<file path="config.mk">
export PLATFORM = sky130hd
export DESIGN_NAME = scss_selector
export DESIGN_NICKNAME = d
export VERILOG_FILES = /design/src/pkg/scss_pkg.sv /design/src/hdl/scss_selector.sv
export VERILOG_INCLUDE_DIRS = /design/src /design/src/pkg
export SDC_FILE = /design/constraint.sdc
export NUM_CORES = 1
export LEC_CHECK = 0
export ABC_CLOCK_PERIOD_IN_PS = 2900
export BUFFER_PORTS_ARGS = -buffer_cell sky130_fd_sc_hd__buf_2
export CORE_MARGIN = 2
export CORE_UTILIZATION = 45
export CTS_CLUSTER_SIZE = 12
export DETAILED_ROUTE_END_ITERATION = 8
export GPL_TIMING_DRIVEN = 0
export PLACE_DENSITY_LB_ADDON = 0.15
export SLEW_MARGIN = 40
export SYNTH_ARGS = -nofsm -noshare
export SYNTH_HDL_FRONTEND = slang
export SYNTH_SLANG_ARGS = --single-unit
</file>
<file path="constraint.sdc">
create_clock -name core_clk_i -period 2.9 [get_ports core_clk_i]
set_clock_uncertainty 0.2 [all_clocks]
set_input_delay 0.58 -clock core_clk_i [delete_from_list [all_inputs] [get_ports core_clk_i]]
set_output_delay 0.58 -clock core_clk_i [all_outputs]
set_load 0.01 [all_outputs]
</file>
<file path="src/pkg/scss_regs.svh">
// Register offsets, field positions, reset values and switch counts
// Assumes 32-bit APB data with the control register in the low byte
`ifndef SCSS_REGS_SVH
`define SCSS_REGS_SVH

// -----------------------------------------------------------------
// Register map
// -----------------------------------------------------------------
`define SCSS_OSC_CTRL_ADDR 12'h000

// -----------------------------------------------------------------
// Oscillator control fields
// -----------------------------------------------------------------
`define SCSS_IDLE_BIT 7
`define SCSS_FREQ_MSB 6
`define SCSS_FREQ_LSB 4
`define SCSS_DONE_BIT 3
`define SCSS_STABLE_BIT 2
`define SCSS_SEL_MSB 1
`define SCSS_SEL_LSB 0

// -----------------------------------------------------------------
// Reset values
// -----------------------------------------------------------------
`define SCSS_IDLE_RST 1'h0
`define SCSS_FREQ_RST 3'h4
`define SCSS_SEL_RST 2'h0
`define SCSS_STABLE_RST 1'h0

// -----------------------------------------------------------------
// Source switch pause, in source cycles
// -----------------------------------------------------------------
`define SCSS_OLD_EDGES 2'h2
`define SCSS_NEW_EDGES 2'h3

`endif

</file>
<file path="src/pkg/scss_pkg.sv">
// Types of the system clock source selector
// Assumes nothing of its surroundings
`default_nettype none

package scss_pkg;

   // -----------------------------------------------------------------
   // Clock sources, switch states, power-managed modes
   // -----------------------------------------------------------------
   typedef enum logic [1:0] {
      SRC_PRI = 2'b00,
      SRC_SEC = 2'b01,
      SRC_INT = 2'b10
   } scss_src_e;

   typedef enum logic [1:0] {
      ST_RUN   = 2'b00,
      ST_OLD   = 2'b01,
      ST_NEW   = 2'b10,
      ST_SLEEP = 2'b11
   } scss_state_e;

   typedef enum logic [2:0] {
      PM_PRI_RUN  = 3'b000,
      PM_SECONDARY_RUN_MODE  = 3'b001,
      PM_INT_RUN  = 3'b010,
      PM_PRIMARY_IDLE_MODE = 3'b100,
      PM_SECONDARY_IDLE_MODE = 3'b101,
      PM_INT_IDLE = 3'b110,
      PM_SLEEP    = 3'b111
   } scss_mode_e;

endpackage

`default_nettype wire

</file>
<file path="src/hdl/scss_selector.sv">
// System clock source selector: control register, glitch-free switch,
// internal postscaler, status bits and oscillator gating.
// Assumes oscillator waveforms arrive as asynchronous pins, slower than
// a quarter of core_clk_i, and an APB master on core_clk_i.
//
// How it works
// - Select 00 primary, 01 secondary, 1x internal
// - Reset clears the source select field
// - Select write starts switch to new source
// - Frequency field sets postscaler divide ratio
// - Frequency change acts on postscaler at once
// - Reset returns frequency field to 1 MHz
// - 31 kHz from fast/256 or slow oscillator
// - Watchdog clock always from slow oscillator
// - Startup-done bit follows timer and primary
// - Stable bit follows settled fast internal clock
// - Secondary active while timer oscillator clocks
// - At most one status bit set
// - Sleep instruction enters idle or sleep
// - Secondary select ignored without oscillator enable
// - Pause two old, three new cycles
// - Primary runs only in primary modes or while switching to primary
// - Timer oscillator may run in all modes
// - Fast oscillator off when slow clocks directly
// - Sleep stops all sources except needed ones
// - Register reset values, startup bit from strap
// - Mode formed from idle flag latched at sleep and active source
`default_nettype none

`include "scss_regs.svh"

module scss_selector #(
   parameter int ADDR_W = 12
) (
   // Clock and reset
   input wire logic core_clk_i,
   input wire logic srst_i,
   // APB slave
   input wire logic psel_i,
   input wire logic penable_i,
   input wire logic pwrite_i,
   input wire logic [ADDR_W-1:0] paddr_i,
   input wire logic [31:0] pwdata_i,
   output logic [31:0] prdata_o,
   output logic pready_o,
   output logic pslverr_o,
   // Oscillator pins and their status
   input wire logic pri_osc_i,
   input wire logic sec_osc_i,
   input wire logic fast_osc_i,
   input wire logic slow_osc_i,
   input wire logic ost_expired_i,
   input wire logic fast_settled_i,
   // Configuration and neighbour controls
   input wire logic internal_external_switchover_i,
   input wire logic low_freq_source_select_i,
   input wire logic secondary_osc_enable_i,
   input wire logic secondary_timer_need_i,
   input wire logic wdt_enable_i,
   input wire logic fscm_enable_i,
   // Processor
   input wire logic sleep_exec_i,
   input wire logic wake_i,
   // Clock enables out
   output logic cpu_tick_o,
   output logic periph_tick_o,
   output logic wdt_tick_o,
   // Oscillator gating
   output logic pri_osc_en_o,
   output logic sec_osc_en_o,
   output logic fast_osc_en_o,
   output logic slow_osc_en_o,
   // Status
   output logic secondary_clock_active_o,
   output logic switching_o,
   output logic [1:0] active_src_o,
   output logic [2:0] power_mode_o
);

   // -----------------------------------------------------------------
   // Pin synchronisers
   // -----------------------------------------------------------------
   logic [5:0] raw;
   logic [5:0] sync1;
   logic [5:0] sync2;
   logic [5:0] sync3;
   logic [5:0] filt;
   logic [5:0] rise;
   wire [5:0] agree = sync2 ~^ sync3;

   assign raw = {fast_settled_i, ost_expired_i, slow_osc_i, fast_osc_i, sec_osc_i, pri_osc_i};

   always_ff @(posedge core_clk_i) begin
      if (srst_i) begin
         sync1 <= 6'h00;
         sync2 <= 6'h00;
         sync3 <= 6'h00;
         filt <= 6'h00;
         rise <= 6'h00;
      end else begin
         sync1 <= raw;
         sync2 <= sync1;
         sync3 <= sync2;
         filt <= (agree & sync3) | (~agree & filt);
         rise <= agree & sync3 & ~filt;
      end
   end

   wire pri_rise = rise[0];
   wire sec_rise = rise[1];
   wire fast_rise = rise[2];
   wire slow_rise = rise[3];
   wire ost_done = filt[4];
   wire fast_settled = filt[5];

   // -----------------------------------------------------------------
   // Control register
   // -----------------------------------------------------------------
   logic idle_sel;
   logic [2:0] freq_sel;
   logic [1:0] sel;
   logic startup_done;
   logic fast_stable;

   wire addr_hit = paddr_i == `SCSS_OSC_CTRL_ADDR;
   wire access = psel_i & penable_i;
   wire wr_en = access & pwrite_i & addr_hit;
   wire [1:0] wr_sel = pwdata_i[`SCSS_SEL_MSB:`SCSS_SEL_LSB];
   wire sel_refused = (wr_sel == 2'b01) & ~secondary_osc_enable_i;
   wire [7:0] rd_val = {idle_sel, freq_sel, startup_done, fast_stable, sel};

   always_ff @(posedge core_clk_i) begin
      if (srst_i) begin
         idle_sel <= `SCSS_IDLE_RST;
         freq_sel <= `SCSS_FREQ_RST;
         sel <= `SCSS_SEL_RST;
      end else if (wr_en) begin
         idle_sel <= pwdata_i[`SCSS_IDLE_BIT];
         freq_sel <= pwdata_i[`SCSS_FREQ_MSB:`SCSS_FREQ_LSB];
         if (!sel_refused) begin
            sel <= wr_sel;
         end
      end
   end

   assign pready_o = 1'b1;
   assign pslverr_o = access & ~addr_hit;

   always_ff @(posedge core_clk_i) begin
      if (srst_i) begin
         prdata_o <= 32'h0000_0000;
      end else if (psel_i & ~penable_i) begin
         prdata_o <= addr_hit ? {24'h00_0000, rd_val} : 32'h0000_0000;
      end
   end

   // -----------------------------------------------------------------
   // Internal oscillator postscaler
   // -----------------------------------------------------------------
   logic [7:0] div_cnt;
   logic [7:0] div_last;
   logic fast_div_tick;

   always_comb begin
      case (freq_sel)
         3'h7: div_last = 8'h00;
         3'h6: div_last = 8'h01;
         3'h5: div_last = 8'h03;
         3'h4: div_last = 8'h07;
         3'h3: div_last = 8'h0F;
         3'h2: div_last = 8'h1F;
         3'h1: div_last = 8'h3F;
         default: div_last = 8'hFF;
      endcase
   end

   always_ff @(posedge core_clk_i) begin
      if (srst_i) begin
         div_cnt <= 8'h00;
         fast_div_tick <= 1'b0;
      end else begin
         fast_div_tick <= fast_rise & (div_cnt >= div_last);
         if (fast_rise) begin
            div_cnt <= (div_cnt >= div_last) ? 8'h00 : div_cnt + 8'h01;
         end
      end
   end

   wire fast_used = (freq_sel != 3'h0) | low_freq_source_select_i;
   wire int_tick = fast_used ? fast_div_tick : slow_rise;

   // -----------------------------------------------------------------
   // Source switch sequencer
   // -----------------------------------------------------------------
   scss_pkg::scss_state_e state;
   scss_pkg::scss_src_e active;
   scss_pkg::scss_src_e pend;
   scss_pkg::scss_src_e target;
   logic [1:0] edge_cnt;
   logic idle_q;
   logic act_tick;

   assign target = sel[1] ? scss_pkg::SRC_INT :
                   (sel[0] ? scss_pkg::SRC_SEC : scss_pkg::SRC_PRI);

   always_comb begin
      case (active)
         scss_pkg::SRC_PRI: act_tick = pri_rise;
         scss_pkg::SRC_SEC: act_tick = sec_rise;
         default: act_tick = int_tick;
      endcase
   end

   wire [1:0] cnt_inc = edge_cnt + 2'h1;

   always_ff @(posedge core_clk_i) begin
      if (srst_i) begin
         state <= scss_pkg::ST_RUN;
         active <= scss_pkg::SRC_PRI;
         pend <= scss_pkg::SRC_PRI;
         edge_cnt <= 2'h0;
         idle_q <= 1'b0;
      end else begin
         case (state)
            scss_pkg::ST_RUN: begin
               if (sleep_exec_i && !idle_sel) begin
                  state <= scss_pkg::ST_SLEEP;
               end else if (target != active) begin
                  pend <= target;
                  edge_cnt <= 2'h0;
                  state <= scss_pkg::ST_OLD;
               end
               if (sleep_exec_i && idle_sel) begin
                  idle_q <= 1'b1;
               end else if (wake_i) begin
                  idle_q <= 1'b0;
               end
            end
            scss_pkg::ST_OLD: begin
               if (act_tick) begin
                  edge_cnt <= cnt_inc;
                  if (cnt_inc == `SCSS_OLD_EDGES) begin
                     edge_cnt <= 2'h0;
                     active <= pend;
                     state <= scss_pkg::ST_NEW;
                  end
               end
            end
            scss_pkg::ST_NEW: begin
               if (act_tick) begin
                  edge_cnt <= cnt_inc;
                  if (cnt_inc == `SCSS_NEW_EDGES) begin
                     edge_cnt <= 2'h0;
                     state <= scss_pkg::ST_RUN;
                  end
               end
            end
            scss_pkg::ST_SLEEP: begin
               if (wake_i) begin
                  state <= scss_pkg::ST_RUN;
               end
            end
            default: state <= scss_pkg::ST_RUN;
         endcase
      end
   end

   // -----------------------------------------------------------------
   // Clock enables, status and gating
   // -----------------------------------------------------------------
   wire running = state == scss_pkg::ST_RUN;
   wire asleep = state == scss_pkg::ST_SLEEP;
   wire to_pend = state == scss_pkg::ST_OLD;
   wire uses_pri = (active == scss_pkg::SRC_PRI) | (to_pend & (pend == scss_pkg::SRC_PRI));
   wire uses_int = (active == scss_pkg::SRC_INT) | (to_pend & (pend == scss_pkg::SRC_INT));
   wire next_startup_done = ost_done & running & (active == scss_pkg::SRC_PRI);
   wire next_fast_stable = fast_settled & running & fast_used & (active == scss_pkg::SRC_INT);
   wire next_sec_act = running & (active == scss_pkg::SRC_SEC);
   wire [2:0] next_mode = asleep ? scss_pkg::PM_SLEEP : {idle_q, active};

   always_ff @(posedge core_clk_i) begin
      if (srst_i) begin
         startup_done <= internal_external_switchover_i;
         fast_stable <= `SCSS_STABLE_RST;
         secondary_clock_active_o <= 1'b0;
         cpu_tick_o <= 1'b0;
         periph_tick_o <= 1'b0;
         wdt_tick_o <= 1'b0;
         pri_osc_en_o <= 1'b1;
         sec_osc_en_o <= 1'b0;
         fast_osc_en_o <= 1'b0;
         slow_osc_en_o <= 1'b0;
         switching_o <= 1'b0;
         active_src_o <= 2'h0;
         power_mode_o <= 3'h0;
      end else begin
         startup_done <= next_startup_done;
         fast_stable <= next_fast_stable;
         secondary_clock_active_o <= next_sec_act;
         cpu_tick_o <= running & ~idle_q & act_tick;
         periph_tick_o <= running & act_tick;
         wdt_tick_o <= slow_rise;
         pri_osc_en_o <= ~asleep & uses_pri;
         sec_osc_en_o <= secondary_osc_enable_i & (~asleep | secondary_timer_need_i);
         fast_osc_en_o <= ~asleep & uses_int & fast_used;
         slow_osc_en_o <= wdt_enable_i | fscm_enable_i | (~asleep & uses_int & ~fast_used);
         switching_o <= ~running & ~asleep;
         active_src_o <= active;
         power_mode_o <= next_mode;
      end
   end
endmodule

`default_nettype wire

</file>
* After elaboration in Yosys (flattened, before gate mapping)
Cells that the tools add are included.
** Word-level totals
- Flip-flop bits (word level) :: 100
- Logic and storage cells :: 145
- Output and inout port bits :: 48
- Input port bits :: 63
** Cells by class
- Bitwise logic cells :: 46
- Eq/ne operators :: 25
- Reductions and logical operators :: 16
- Order comparisons :: 1
- Add/subtract/negate cells :: 2
- Mux-type cells :: 26
** Operators by type and width (count)
- case mux 8 bit (7 select lines) :: 1
- 2-to-1 mux 2 bit :: 14
- bitwise AND 1 bit :: 24
- 2-to-1 mux 8 bit :: 2
- bitwise AND 6 bit :: 2
- equality test 2 bit, second input constant :: 6
- equality test 3 bit, second input constant :: 4
- logical NOT 12 bit :: 1
- != test 2 bit, second input constant :: 5
- NOT 1 bit :: 9
- adder 8 x 1 -> 8 bit, second input constant :: 1
- greater-or-equal comparator 8 bit :: 1
- case mux 2 bit (4 select lines) :: 1
- equality test 2 x 1 -> 1 bit, second input constant :: 3
- equality test 3 x 2 -> 1 bit, second input constant :: 2
- logical NOT 2 bit :: 3
- NOT 6 bit :: 1
- bitwise OR 1 bit :: 6
- bitwise OR 6 bit :: 1
- case mux 2 bit (3 select lines) :: 1
- AND reduction 3 bit :: 2
- AND reduction 6 bit :: 1
- nonzero test 3 bit :: 2
- bitwise XNOR 6 bit :: 1
- other kinds (15) :: 22

* Depth between registers and ports, before layout
- Word-level depth :: 6
- Depth in mapped cells :: 8
- Gate-level depth less buffers :: 7

* Worst setup path after synthesis
No wires, ideal clock.
- Path type :: register to register
- From :: register freq_sel[0]
- To :: register div_cnt[3]
- Data arrival time :: 1.963 ns
- Data required time :: 2.626 ns
- Slack :: 0.662 ns
- Path buffers :: 1
- Period minus slack after synthesis :: 2.238 ns
- Cell stages (with the launch flop) :: 9
- Cells stage by stage :: dfxtp_1 > buf_6 > or3_1 > ha_1 > a21oi_1 > o21ai_0 > a21oi_1 > nand3_1 > a31oi_1
** On the way
- Word-level cells in the longest chain between the ends :: 4
- Elaborated cells between the ends (all ways) :: 10
- Those cells by class :: 1 x order compare; 7 x eq/ne; 2 x mux
** Ends and longest elaborated chain
- start: declaration :: line scss_selector.sv:120 : logic [2:0] freq_sel;
- start signal: assignment :: line scss_selector.sv:135 : freq_sel <= `SCSS_FREQ_RST;
- start signal: assignment :: line scss_selector.sv:139 : freq_sel <= pwdata_i[`SCSS_FREQ_MSB:`SCSS_FREQ_LSB];
- equality test 3 x 1 -> 1 bit, or another cell as far along :: line scss_selector.sv:165 : case (freq_sel)
- case mux 8 bit (7 select lines) * :: line scss_selector.sv:165
- greater-or-equal comparator 8 bit * :: line scss_selector.sv:184 : div_cnt <= (div_cnt >= div_last) ? 8'h00 : div_cnt + 8'h01;
- 2-to-1 mux 8 bit * :: line scss_selector.sv:184
- end signal: assignment :: line scss_selector.sv:184
- end: declaration :: line scss_selector.sv:160 : logic [7:0] div_cnt;
Mark *: on every way between the ends. The rest lies on a longest branch, timed or not.
A chain may end at the register's enable or synchronous reset.

* Final worst setup path
Same ends and word-level chain as after synthesis.

==> impl_metrics.ini <==
[cells_and_area]
layout-drive-gt1-share = 0.240
antenna_cells = 0
areaGrowthSynthToFinish_pct = 22.9
utilization = 0.565
nets = 525

[global_route]
met1_usage = 0.236
grt_usage = 0.174
grt_pass1_vias = 2274
grt_pass1_wl_mm = 10.6
antenna_found_initial = 0
use_met2 = 0.266
grt.overflow.total = 0
grt_max_degree = 13
busiest_layer = met2
gr-usage-met3 = 0.0375

[pwr]
power.density_nw_per_um2 = 608
vdd_ir_drop_max_mv = 0.322
leakage_uw = 0.00177

[sta]
period_minus_slack_ps = 2550
rsz0062_at_grt = no
fmax_ghz = 0.391
setup_viol = 0
fin_crit_sh = 0.881
hold_violations = 0
drv_slew = 0
relSlewSlack = 0.569
setup_tns_ps = 0
tightest_slew_ps = 647

[routing]
drc = 0
vias_per_cell = 4.77
ant_nets = 0
routed_wl_mm = 6.76
firstDrtPassIters = 4
vias = 2617
first_iter_violations = 107
wl_per_cell_um = 12.3

[job]
maxCapViolations = 0

[critical_path]
criticalPathCategory = flip-flop to flip-flop
required_ps = 2970
crit_path_start_kind = flip-flop
arrival_ps = 2620
cp-end-kind = flip-flop
cp_max_fo = 9

[clock_network]
cts_resized = 0
cts_tree = yes
post_cts_buffers = 0
cts_made_buffers = 9
htree_levels = 3
clkTransAtPathRegs_ps = 70
clk_path_buf_depth = 2
cts.sinks = 76
cts_root_buf = clkbuf_8
clock_latency_ps = 340
cts_hold_buffers = 0

[floorplanning]
ios = 111
initial_core_util = 0.460
std_cell_rows = 31
fp.coreArea_um2 = 7180
dieWidth_um = 89.7
die-area_um2 = 8040
die_height_um = 89.7

[synthesis]
synth-main-ff-cell = dfxtp_1
syn_inst = 352
ys_types = 50
yosys_warnings = 0
synth_seq_cells = 76
synth-edff-count = 0
synth_area_per_cell_um2 = 9.38
synth-seq-area-share = 0.461
syn-cell-area_um2 = 3300
ys_async_sr_fraction = 0

[min_path]
min_path_type = flip-flop to flip-flop

[placement]
place_hpwl_mm = 4.96
io_buffers = 59
gp_congestion = 0.798

[run_status]
status = completed
## layout by cell type, fill, tap and decap left out, types with 3 or more instances in the layout
cell type	instances
buf_2	60
a21oi_1	11
clkbuf_8	11
nor2_1	41
nand2_1	19
mux2i_1	14
o21ai_0	11
nand3_1	12
buf_4	25
conb_1	25
ha_1	17
bufinv_16	3
nor2b_1	28
nor3b_1	10
inv_1	8
nand2b_1	7
clkbuf_1	11
nor4_1	4
nor3_1	5
a22oi_1	8
dfxtp_1	76
a211oi_1	3
## area by class of cell
type / count / area [um^2]
repair buffers: 59 / 295
multi-input cells: 250 / 1570
well taps: 99 / 124
plain buffers: 40 / 260
clock buffers: 12 / 155
clock inverters: 4 / 95.1
flip-flops and latches: 76 / 1520
inverters: 9 / 33.8
fillers: 669 / 3120
## per-layer routing
metal  wire length [um]  share of wire  vias up
met5                  0              0        -
met4                 92          0.014        0
met3                402          0.059        8
met2               2970           0.44       91
met1               3300           0.49     1175
li1                   -              -     1343
## metrics by stage
stage               std cells  setup WS, ps  hold WS [ps]  cell area (um^2)  power (uW)
global route              549          80.2           240              4060        2600
global placement          533           419           206              3810        1490
CTS                       549           337           224              4060        2490
floorplan                 375           662           198              3390        1400
finish                    549           346           226              4060        2470
detailed placement        533           370           211              3810        1510
## logic make-up (layout without fill, tap and decap cells)
logic type      Yosys count  after routing  synth area share
simple gates            138            138             0.218
mux                      14             14            0.0424
other cells               2             25           0.00227
compound gates           53             53             0.116
xor+xnor                  3              3           0.00796
fa+ha+maj                17             17            0.0644
buf+inv                  49            124            0.0890
flops                    76             76             0.461
## cells in the mapped netlist (2+ instances only)
master,count,area share
a211o_1,2,0.0053
nand3_1,12,0.018
mux2i_1,14,0.042
ha_1,17,0.064
and3_1,2,0.0038
a211oi_1,3,0.0068
nor2_1,41,0.047
dfxtp_1,76,0.46
a31oi_1,2,0.0038
nor3b_1,10,0.023
nor3_1,5,0.0076
o21ai_0,11,0.017
nand2_1,19,0.022
a22oi_1,8,0.018
buf_1,2,0.0023
xnor2_1,2,0.0053
o41ai_1,2,0.0053
o21bai_1,2,0.0045
nand2b_1,7,0.013
or3_1,2,0.0038
a221oi_1,2,0.0053
a21oi_1,11,0.017
buf_4,25,0.057
clkbuf_1,10,0.011
nor4_1,4,0.0076
inv_1,8,0.0091
buf_6,2,0.0068
nor2b_1,28,0.053
conb_1,2,0.0023
## final timing paths
path	start	endpoint	slack (ps)	depth (start not counted)
hold reg to reg	flip-flop	rise[2]$_SDFF_PP0_	230	1
setup / recovery	freq_sel[0]$_SDFFE_PP0P_	div_cnt[3]$_SDFFE_PP0P_	350	8
hold / removal	flip-flop	rise[2]$_SDFF_PP0_	230	1
setup reg to reg	freq_sel[0]$_SDFFE_PP0P_	div_cnt[3]$_SDFFE_PP0P_	350	8
## registers in the layout (all words and copies together) (netlist names), 2 cells and up, named ones only
signal,count
freq_sel,3
power_mode_o,3
edge_cnt,2
sync3,6
sel,2
active,2
pend,2
div_cnt,8
state,2
sync2,6
rise,4
active_src_o,2
sync1,6
prdata_o,8
## worst max-delay path, stage by stage, from the launching register on
cell and delay, ps:
dfxtp_1 310, buf_6 130, or3_1 400, ha_1 300, a21oi_1 130, o21ai_0 140
a21oi_1 540, nand3_1 150, a31oi_1 190
## report_power, final
group | switching, uW | total, uW | internal [uW] | leakage (uW)
clock | 367 | 984 | 618 | 0.000127
sequential | 20.0 | 1100 | 1080 | 0.000617
combinational | 222 | 385 | 163 | 0.00103
total | 608 | 2470 | 1860 | 0.00177
(Power assumes the default switching activity.)
